==> config.mk <==
export PLATFORM = sky130hd
export DESIGN_NAME = adc_conversion_sequencer
export DESIGN_NICKNAME = d
export VERILOG_FILES = /design/src/rtl/adc_seq_pkg.sv /design/src/rtl/adc_conversion_sequencer.sv
export SDC_FILE = /design/constraint.sdc
export NUM_CORES = 1
export LEC_CHECK = 0
export BUFFER_PORTS_ARGS = -buffer_cell sky130_fd_sc_hd__buf_2
export CAP_MARGIN = 20
export CORE_ASPECT_RATIO = 2
export CORE_MARGIN = 2
export CORE_UTILIZATION = 56
export DETAILED_ROUTE_END_ITERATION = 6
export GPL_ROUTABILITY_DRIVEN = 1
export PLACE_DENSITY = 0.8
export SKIP_LAST_GASP = 1
export SYNTH_ARGS = -nofsm -noshare
export SYNTH_HDL_FRONTEND = slang
export SYNTH_SLANG_ARGS = --single-unit
==> constraint.sdc <==
create_clock -name mclk -period 4 [get_ports mclk]
set_input_delay 0.4 -clock mclk [delete_from_list [all_inputs] [get_ports mclk]]
set_output_delay 0.4 -clock mclk [all_outputs]
set_load 0.01 [all_outputs]
==> src/rtl/adc_seq_pkg.sv <==
package adc_seq_pkg;

    // Register byte offsets on the APB
    localparam logic [7:0] OFS_SCR = 8'h00;
    localparam logic [7:0] OFS_RES_HIGH = 8'h04;
    localparam logic [7:0] OFS_RES_LOW = 8'h08;
    localparam logic [7:0] OFS_CLK = 8'h0C;

    localparam logic [4:0] CH_ALL_ONES = 5'h1F;
    localparam logic [7:0] CLK_WR_MASK = 8'h7B;
    localparam logic [9:0] RES_RESET = 10'h000;
    localparam int RAW_W = 11;

    // Timing in converter clocks unless named otherwise
    localparam int SYNC_BUS_CLKS = 3;
    localparam int FIRST_EXTRA_CONVERTER_CLOCK = 2;
    localparam int CONV_CONVERTER_CLOCK_8_SHORT = 16;
    localparam int CONV_CONVERTER_CLOCK_8_LONG = 36;
    localparam int CONV_CONVERTER_CLOCK_10_SHORT = 19;
    localparam int CONV_CONVERTER_CLOCK_10_LONG = 39;
    localparam int SAMPLE_SHORT_HALVES = 7;
    localparam int SAMPLE_LONG_HALVES = 47;
    localparam int STARTUP_NS = 5000;
    localparam int CLK_PERIOD_NS = 8;
    localparam int STARTUP_CYCLES = STARTUP_NS / CLK_PERIOD_NS;
    localparam int ASYNC_DIV_DEFAULT = 63;

    typedef enum logic [1:0] {
        ST_IDLE = 2'b00,
        ST_SYNC = 2'b01,
        ST_WARM = 2'b11,
        ST_CONV = 2'b10
    } state_e;

    typedef struct packed {
        logic conv_complete_flag;
        logic ien;
        logic cont;
        logic [4:0] ch;
    } scr_s;

    typedef struct packed {
        logic rsv7;
        logic [1:0] div;
        logic long_sample;
        logic mode10;
        logic rsv2;
        logic async_en;
        logic iclk;
    } clk_cfg_s;

    localparam scr_s SCR_RESET = '{conv_complete_flag: 1'b0, ien: 1'b0, cont: 1'b0, ch: CH_ALL_ONES};
    localparam clk_cfg_s CLK_RESET = '0;

    typedef struct packed {
        state_e st;
        scr_s scr;
        clk_cfg_s cfg;
        logic [9:0] res;
        logic hi_pend;
        logic irq;
        logic first;
        logic [5:0] cnt;
        logic [1:0] bcnt;
        logic [2:0] dcnt;
        logic [15:0] wcnt;
        logic [7:0] acnt;
        logic [1:0] alt_sy;
        logic alt_d;
        logic [1:0] stop_sy;
        logic [RAW_W-1:0] raw1;
        logic [RAW_W-1:0] raw2;
        logic [31:0] prdata;
        logic pready;
        logic pslverr;
        logic power;
        logic sample;
    } seq_state_s;

    localparam seq_state_s SEQ_RESET = '{st: ST_IDLE, scr: SCR_RESET, cfg: CLK_RESET,
        res: RES_RESET, default: '0};

endpackage

==> src/rtl/adc_conversion_sequencer.sv <==
// Local design decisions: the APB interface to the registers and the register addresses.
`timescale 1ns/1ns
// What this block does
// - Completion means result loaded, flag set together
// - Interrupt when flag sets with enable high
// - 10-bit split read blocks and discards result
// - Blocked transfer immediately starts another conversion
// - Control write aborts, restarts unless channel ones or stop held without async clock
// - Clock config write aborts conversion
// - Stop without async clock aborts conversion
// - Non-reset abort keeps last good result
// - Reset aborts and clears both result registers
// - Reset or abort enters low-power idle now, unless a control write restarts
// - 8-bit short: 18 CONVERTER_CLOCK+3 bus, then 16
// - 8-bit long: 38 CONVERTER_CLOCK+3 bus, then 36
// - 10-bit short: 21 CONVERTER_CLOCK+3 bus, then 19
// - 10-bit long: 41 CONVERTER_CLOCK+3 bus, then 39
// - Async clock adds up to 5 us start-up
// - Sample window 4 or 24 converter clocks
// - Result rounded to selected 8/10-bit width
// - Converter clock is input divided 1/2/4/8
// - With async clock off, bus clock chosen when select high, alt_clk_in edges low
// - 8-bit result goes to low register only
// - Continuous mode restarts after each completion
module adc_conversion_sequencer #(
    parameter int STARTUP = adc_seq_pkg::STARTUP_CYCLES,
    parameter int ASYNC_DIV = adc_seq_pkg::ASYNC_DIV_DEFAULT
) (
    input wire logic mclk,
    input wire logic rst_n,
    input wire logic psel,
    input wire logic penable,
    input wire logic pwrite,
    input wire logic [7:0] paddr,
    input wire logic [31:0] pwdata,
    output logic [31:0] prdata,
    output logic pready,
    output logic pslverr,
    input wire logic alt_clk_in,
    input wire logic stop_req,
    input wire logic [adc_seq_pkg::RAW_W-1:0] raw_sample,
    output logic [4:0] channel_select_field,
    output logic analog_power_on,
    output logic sample_window,
    output logic conv_irq
);

    adc_seq_pkg::seq_state_s s;
    adc_seq_pkg::seq_state_s n;
    logic acc;
    logic wr_scr;
    logic wr_clk;
    logic rd_hi;
    logic rd_lo;
    logic xfer;
    logic blocked;
    logic abort;
    logic src_tick;
    logic converter_clock;
    logic [2:0] mask;
    logic [5:0] base;
    logic [5:0] total;
    logic [5:0] win;

    function automatic logic [9:0] round_result(input logic [10:0] r, input logic m10);
        logic [10:0] s10;
        logic [8:0] s8;
        s10 = {1'b0, r[10:1]} + {10'h000, r[0]};
        s8 = {1'b0, r[10:3]} + {8'h00, r[2]};
        if (m10) begin
            round_result = s10[10] ? 10'h3FF : s10[9:0];
        end else begin
            round_result = {2'b00, (s8[8] ? 8'hFF : s8[7:0])};
        end
    endfunction

    function automatic logic [5:0] conv_len(input logic m10, input logic lng);
        case ({m10, lng})
            2'b00: conv_len = 6'(adc_seq_pkg::CONV_CONVERTER_CLOCK_8_SHORT);
            2'b01: conv_len = 6'(adc_seq_pkg::CONV_CONVERTER_CLOCK_8_LONG);
            2'b10: conv_len = 6'(adc_seq_pkg::CONV_CONVERTER_CLOCK_10_SHORT);
            default: conv_len = 6'(adc_seq_pkg::CONV_CONVERTER_CLOCK_10_LONG);
        endcase
    endfunction

    always_comb begin
        n = s;
        // Two-flop synchronisers for pins from outside the clock domain
        n.alt_sy = {s.alt_sy[0], alt_clk_in};
        n.alt_d = s.alt_sy[1];
        n.stop_sy = {s.stop_sy[0], stop_req};
        n.raw1 = raw_sample;
        n.raw2 = s.raw1;

        // APB slave, one wait state
        acc = psel & penable & s.pready;
        wr_scr = acc & pwrite & (paddr == adc_seq_pkg::OFS_SCR);
        wr_clk = acc & pwrite & (paddr == adc_seq_pkg::OFS_CLK);
        rd_hi = acc & ~pwrite & (paddr == adc_seq_pkg::OFS_RES_HIGH);
        rd_lo = acc & ~pwrite & (paddr == adc_seq_pkg::OFS_RES_LOW);
        n.pready = psel & penable & ~s.pready;
        n.pslverr = 1'b0;
        if (n.pready) begin
            case (paddr)
                adc_seq_pkg::OFS_SCR: n.prdata = 32'(s.scr);
                adc_seq_pkg::OFS_RES_HIGH: n.prdata = 32'(s.res[9:8]);
                adc_seq_pkg::OFS_RES_LOW: n.prdata = 32'(s.res[7:0]);
                adc_seq_pkg::OFS_CLK: n.prdata = 32'(s.cfg);
                default: begin
                    n.prdata = '0;
                    n.pslverr = 1'b1;
                end
            endcase
        end

        // Async clock runs only while the converter is powered
        if (s.st == adc_seq_pkg::ST_IDLE || !s.cfg.async_en
                || s.acnt == 8'(ASYNC_DIV - 1)) begin
            n.acnt = '0;
        end else begin
            n.acnt = s.acnt + 8'd1;
        end
        if (s.cfg.async_en) begin
            src_tick = (s.st != adc_seq_pkg::ST_IDLE) && (s.acnt == 8'(ASYNC_DIV - 1));
        end else if (s.cfg.iclk) begin
            src_tick = 1'b1;
        end else begin
            src_tick = s.alt_sy[1] & ~s.alt_d;
        end
        case (s.cfg.div)
            2'd0: mask = 3'd0;
            2'd1: mask = 3'd1;
            2'd2: mask = 3'd3;
            default: mask = 3'd7;
        endcase
        converter_clock = src_tick && ((s.dcnt & mask) == mask);
        if (s.st != adc_seq_pkg::ST_CONV) begin
            n.dcnt = '0;
        end else if (src_tick) begin
            n.dcnt = s.dcnt + 3'd1;
        end

        // Cycle budgets per resolution and sample length
        base = s.first ? 6'(adc_seq_pkg::FIRST_EXTRA_CONVERTER_CLOCK) : 6'd0;
        total = base + conv_len(s.cfg.mode10, s.cfg.long_sample);

        xfer = 1'b0;
        blocked = 1'b0;
        case (s.st)
            adc_seq_pkg::ST_IDLE: begin
                n.cnt = '0;
            end
            adc_seq_pkg::ST_SYNC: begin
                if (s.bcnt == 2'(adc_seq_pkg::SYNC_BUS_CLKS - 1)) begin
                    n.bcnt = '0;
                    n.st = s.cfg.async_en ? adc_seq_pkg::ST_WARM : adc_seq_pkg::ST_CONV;
                end else begin
                    n.bcnt = s.bcnt + 2'd1;
                end
            end
            adc_seq_pkg::ST_WARM: begin
                if (s.wcnt == 16'(STARTUP - 1)) begin
                    n.wcnt = '0;
                    n.st = adc_seq_pkg::ST_CONV;
                end else begin
                    n.wcnt = s.wcnt + 16'd1;
                end
            end
            adc_seq_pkg::ST_CONV: begin
                if (converter_clock) begin
                    if (s.cnt == total - 6'd1) begin
                        n.cnt = '0;
                        n.first = 1'b0;
                        if (s.cfg.mode10 && s.hi_pend) begin
                            blocked = 1'b1;
                        end else begin
                            xfer = 1'b1;
                            n.res = round_result(s.raw2, s.cfg.mode10);
                            if (!s.scr.cont) begin
                                n.st = adc_seq_pkg::ST_IDLE;
                            end
                        end
                    end else begin
                        n.cnt = s.cnt + 6'd1;
                    end
                end
            end
            default: n.st = adc_seq_pkg::ST_IDLE;
        endcase

        // Flag and request: a completion beats a low-result read clear in the same cycle
        n.scr.conv_complete_flag = xfer | (s.scr.conv_complete_flag & ~(wr_scr | rd_lo));
        n.irq = (xfer & s.scr.ien) | (s.irq & n.scr.conv_complete_flag);
        if (rd_hi && s.cfg.mode10) begin
            n.hi_pend = 1'b1;
        end else if (rd_lo) begin
            n.hi_pend = 1'b0;
        end

        // Aborts leave the result untouched and drop to idle, unless a control write restarts
        abort = wr_scr | wr_clk | (s.stop_sy[1] & ~s.cfg.async_en);
        if (wr_clk) begin
            n.cfg = adc_seq_pkg::clk_cfg_s'(pwdata[7:0] & adc_seq_pkg::CLK_WR_MASK);
        end
        if (abort) begin
            n.st = adc_seq_pkg::ST_IDLE;
            n.res = s.res;
            n.scr.conv_complete_flag = 1'b0;
            n.irq = 1'b0;
        end
        if (wr_scr) begin
            n.scr.ien = pwdata[6];
            n.scr.cont = pwdata[5];
            n.scr.ch = pwdata[4:0];
            n.bcnt = '0;
            n.wcnt = '0;
            n.cnt = '0;
            n.first = 1'b1;
            if (pwdata[4:0] != adc_seq_pkg::CH_ALL_ONES && !(s.stop_sy[1] & ~s.cfg.async_en)) begin
                n.st = adc_seq_pkg::ST_SYNC;
            end
        end
        if (wr_clk) begin
            n.scr.conv_complete_flag = s.scr.conv_complete_flag;
            n.irq = s.irq;
        end

        // Window counted in whole converter clocks after the first-conversion lead-in
        win = n.cfg.long_sample ? 6'((adc_seq_pkg::SAMPLE_LONG_HALVES + 1) / 2)
                                : 6'((adc_seq_pkg::SAMPLE_SHORT_HALVES + 1) / 2);
        n.power = (n.st != adc_seq_pkg::ST_IDLE);
        n.sample = (n.st == adc_seq_pkg::ST_CONV)
            && (n.cnt >= (n.first ? 6'(adc_seq_pkg::FIRST_EXTRA_CONVERTER_CLOCK) : 6'd0))
            && (n.cnt < (n.first ? 6'(adc_seq_pkg::FIRST_EXTRA_CONVERTER_CLOCK) : 6'd0) + win);
    end

    always_ff @(posedge mclk or negedge rst_n) begin
        if (!rst_n) begin
            s <= adc_seq_pkg::SEQ_RESET;
        end else begin
            s <= n;
        end
    end

    assign prdata = s.prdata;
    assign pready = s.pready;
    assign pslverr = s.pslverr;
    assign channel_select_field = s.scr.ch;
    assign analog_power_on = s.power;
    assign sample_window = s.sample;
    assign conv_irq = s.irq;
endmodule

==> flow_metrics.tcl <==
set metrics [dict create \
    place.gp.congestion 0.913 \
    nNetsFinal 675 \
    grt_overflow 0 \
    via_count 4120 \
    cp_cell_sequence "inv_2 -> fa_1 -> xnor2_1 -> nand3_1 -> nor4_4 -> or3_4 -> o211ai_1 -> a21oi_1 -> nor2_1 -> ha_1 -> nor2b_1 -> o21ai_0 -> nand2b_1 -> a221oi_1 -> o2111ai_1 -> a41oi_1" \
    grt_pass1_wl_um 17600 \
    rsz0062_at_grt "no" \
    hold_violations 0 \
    first_pass_iters 4 \
    criticalPathCategory "reg2reg" \
    wirelength_um 11300 \
    synth.distinct_cells 69 \
    drc 0 \
    cts_root_buffer "clkbuf_16" \
    cts_tree "built" \
    ys_ff_latch 103 \
    synth_top_area_share_pct 45.0 \
    grt_max_degree 74 \
    async_flop_share_pct 100 \
    slew_headroom_pct 40.7 \
    dieArea_sq_um 10600 \
    p_per_area_nw_per_um2 349 \
    rows 51 \
    syn_inst 567 \
    drive_above_1_share_pct 16.7 \
    synth.area.top_cells "dfrtp_1 (45%), nand2_1 (6.5%), buf_4 (5.2%)" \
    stdcell_area_sq_um 5950 \
    ys_warn_count 0 \
    vias_per_cell 5.60 \
    initial_core_util_pct 56.6 \
    setup-violations-final 0 \
    status "finished, final reports clean" \
    placement.io_buffers 50 \
    multi_input_area_sq_um 2520 \
    setup_tns_ps 0 \
    drtIter0Drc 280 \
    fmax_ghz 0.272 \
    cp_max_fo 6 \
    synth_area_sq_um 5450 \
    register_area_sq_um 2580 \
    min_period_ps 3680 \
    min_from "raw_sample[1]" \
    timing.rr.start "s[115]$_DFF_PN0_" \
    critPathTopFamily "simple AND/OR/NAND/NOR gates" \
    vdd_ir_drop_max_uv 218 \
    grt_usage_pct 21.8 \
    fp.dieW_um 73.8 \
    yosysSeqAreaShare_pct 47.4 \
    postSynthAreaPerCell_sq_um 9.61 \
    synth_ff_type "dfrtp_1" \
    min_period_over_period_pct 91.9 \
    cp_num_buf_inv 1 \
    cts_max_path_buffers 2 \
    worstPathArrival_ps 3940 \
    antenna_left 0 \
    ioPinCount 100 \
    clk-insertion-delay-late_ps 360 \
    place_area_sq_um 5640 \
    hpwl_um 8320 \
    synthToLayoutAreaGrowth_pct 9.14 \
    fp.dieH_um 144 \
    cts.clk_slew.worst_paths_ps 80 \
    maxCapViolations 0 \
    antenna_found_initial 0 \
    crit_start "s[115]$_DFF_PN0_" \
    synth_edf_count 0 \
    required_ps 4260 \
    fin_skew_ps 12.5 \
    min_path_type "in2reg" \
    stdcell_count 736 \
    cts_made_buffers 9 \
    first_global_vias 4014 \
    diodes 0 \
    cts.sinks 103 \
    max_stage_delay_ps 450 \
    wl_per_cell_um 15.3 \
    power_leakage_uw 0.00282 \
    rrSetupSlack_ps 320 \
    htreeDepth 3 \
    tightest_slew_ps 890 \
    synth_top_cell_by_area "dfrtp_1" \
    core_sq_um 9640 \
    nFillCells 801 \
    crit_path_start_kind "register" \
    slowest_stage "dfrtp_2" \
    finalMaxSlewViolations 0 \
    placed_cells_incl_taps 720 \
    endpoint_kind "register" \
]
==> synth_stat cells (3+ instances only) <==
master / number
o21ai_0: 40
dfrtp_1: 98
nand3b_1: 3
nand2b_1: 9
ha_1: 17
o22ai_1: 7
nor2_1: 42
mux2i_1: 7
a22o_1: 4
dfstp_2: 5
inv_1: 16
a31oi_1: 8
o21ai_1: 3
o21bai_1: 4
buf_2: 3
nor4b_1: 3
and3_1: 12
nor3_1: 4
a21oi_1: 10
xnor2_1: 16
nand3_1: 24
nand2_1: 95
xor2_1: 13
mux2_2: 3
o41ai_1: 4
buf_4: 38
clkbuf_1: 17
nor2b_1: 7
o31ai_1: 3
or3_1: 5
==> cells by family (layout without fill, tap and decap cells) <==
family | Yosys count | after routing | share of synthesized area (%)
AO/OA/AOI/OAI | 104 | 104 | 12.5
XOR/XNOR | 29 | 29 | 4.66
adder cells (fa/ha/maj) | 18 | 18 | 4.27
buffers and inverters | 76 | 90 | 8.06
flip-flops | 103 | 103 | 47.4
multiplexers | 12 | 12 | 2.73
other | 1 | 24 | 0.0688
AND/OR/NAND/NOR | 224 | 224 | 20.3
==> state kept, by name, indices dropped and copies added (netlist names) <==
| name | cells |
|---|---|
| conv_irq | 1 |
| pslverr | 1 |
| analog_power_on | 1 |
| pready | 1 |
| prdata | 8 |
| s | 71 |
| channel_select_field | 5 |
| sample_window | 1 |
| n | 14 |
==> worst paths after layout <==
check / endpoint / cells after the start
min in group asynchronous: s[63]$_DFF_PN0_ / 1
min: n[37]$_DFF_PN0_ / 1
max: sample_window$_DFF_PN0_ / 16
max reg2reg: sample_window$_DFF_PN0_ / 16
min reg2reg: s[43]$_DFF_PN0_ / 0
max in group asynchronous: s[115]$_DFF_PN0_ / 2
==> metrics by stage <==
| stage | total power [uW] | util, % | hold slack, ps | worst slack [ps] |
|---|---|---|---|---|
| after detailed placement | 1220 | 58.5 | 335 | 187 |
| after global placement | 1210 | 58.5 | 332 | 271 |
| after floorplan | 1180 | - | 104 | 640 |
| after CTS | 2100 | 61.7 | 130 | 118 |
| final | 2080 | 61.7 | 137 | 322 |
| after global routing | 2150 | 61.7 | 131 | 2.03 |
==> routing by layer <==
metal  wire [um]  vias to the layer above  GRT usage (%)
met5           0                        -              0
met4         394                        0           13.4
met3         350                       28           4.42
met2        6380                      116           39.1
met1        4160                     2005           22.1
li1            -                     1971              -
==> layout by cell type, fill, tap and decap left out, drive strengths merged, types with 3 or more instances in the layout <==
master | netlist | final
nor2 | 42 | 42
nor4b | 3 | 3
conb | 1 | 24
and3 | 12 | 12
a22o | 4 | 4
nand3b | 3 | 3
nand2b | 9 | 9
nand2 | 96 | 96
or2 | 3 | 3
nor4 | 4 | 4
a21oi | 11 | 11
o22ai | 7 | 7
o41ai | 4 | 4
buf | 43 | 58
nor2b | 7 | 7
clkbuf | 17 | 9
ha | 17 | 17
inv | 16 | 20
xor2 | 13 | 13
dfstp | 5 | 5
clkinv | 0 | 3
mux2 | 3 | 3
o31ai | 3 | 3
o21bai | 4 | 4
xnor2 | 16 | 16
or3 | 5 | 5
mux2i | 7 | 7
nand3 | 24 | 24
dfrtp | 98 | 98
a31oi | 8 | 8
nor3 | 6 | 6
o21ai | 43 | 43
==> power breakdown <==
part / switching [uW] / internal, uW
Combinational: 73.2 / 38.3
Sequential: 18.4 / 1070
Clock: 434 / 447
==> area by class of cell <==
class                      count  share of cell area (%)
clock buffer                   9                    3.79
multi-input combinational    411                    42.3
clock inverter                 7                    1.37
tap                          132                    2.78
timing repair buffer          58                    5.26
sequential                   103                    43.5
inverter                      16                    1.01
==> what timing repair did <==
item	4_1_cts	5_1_grt
gates resized for setup	0	3
endpoints found under the setup margin	0	1
hold buffers	0	0
endpoints found under the hold margin	0	0
setup buffers	0	0
(Power assumes the default switching activity.)
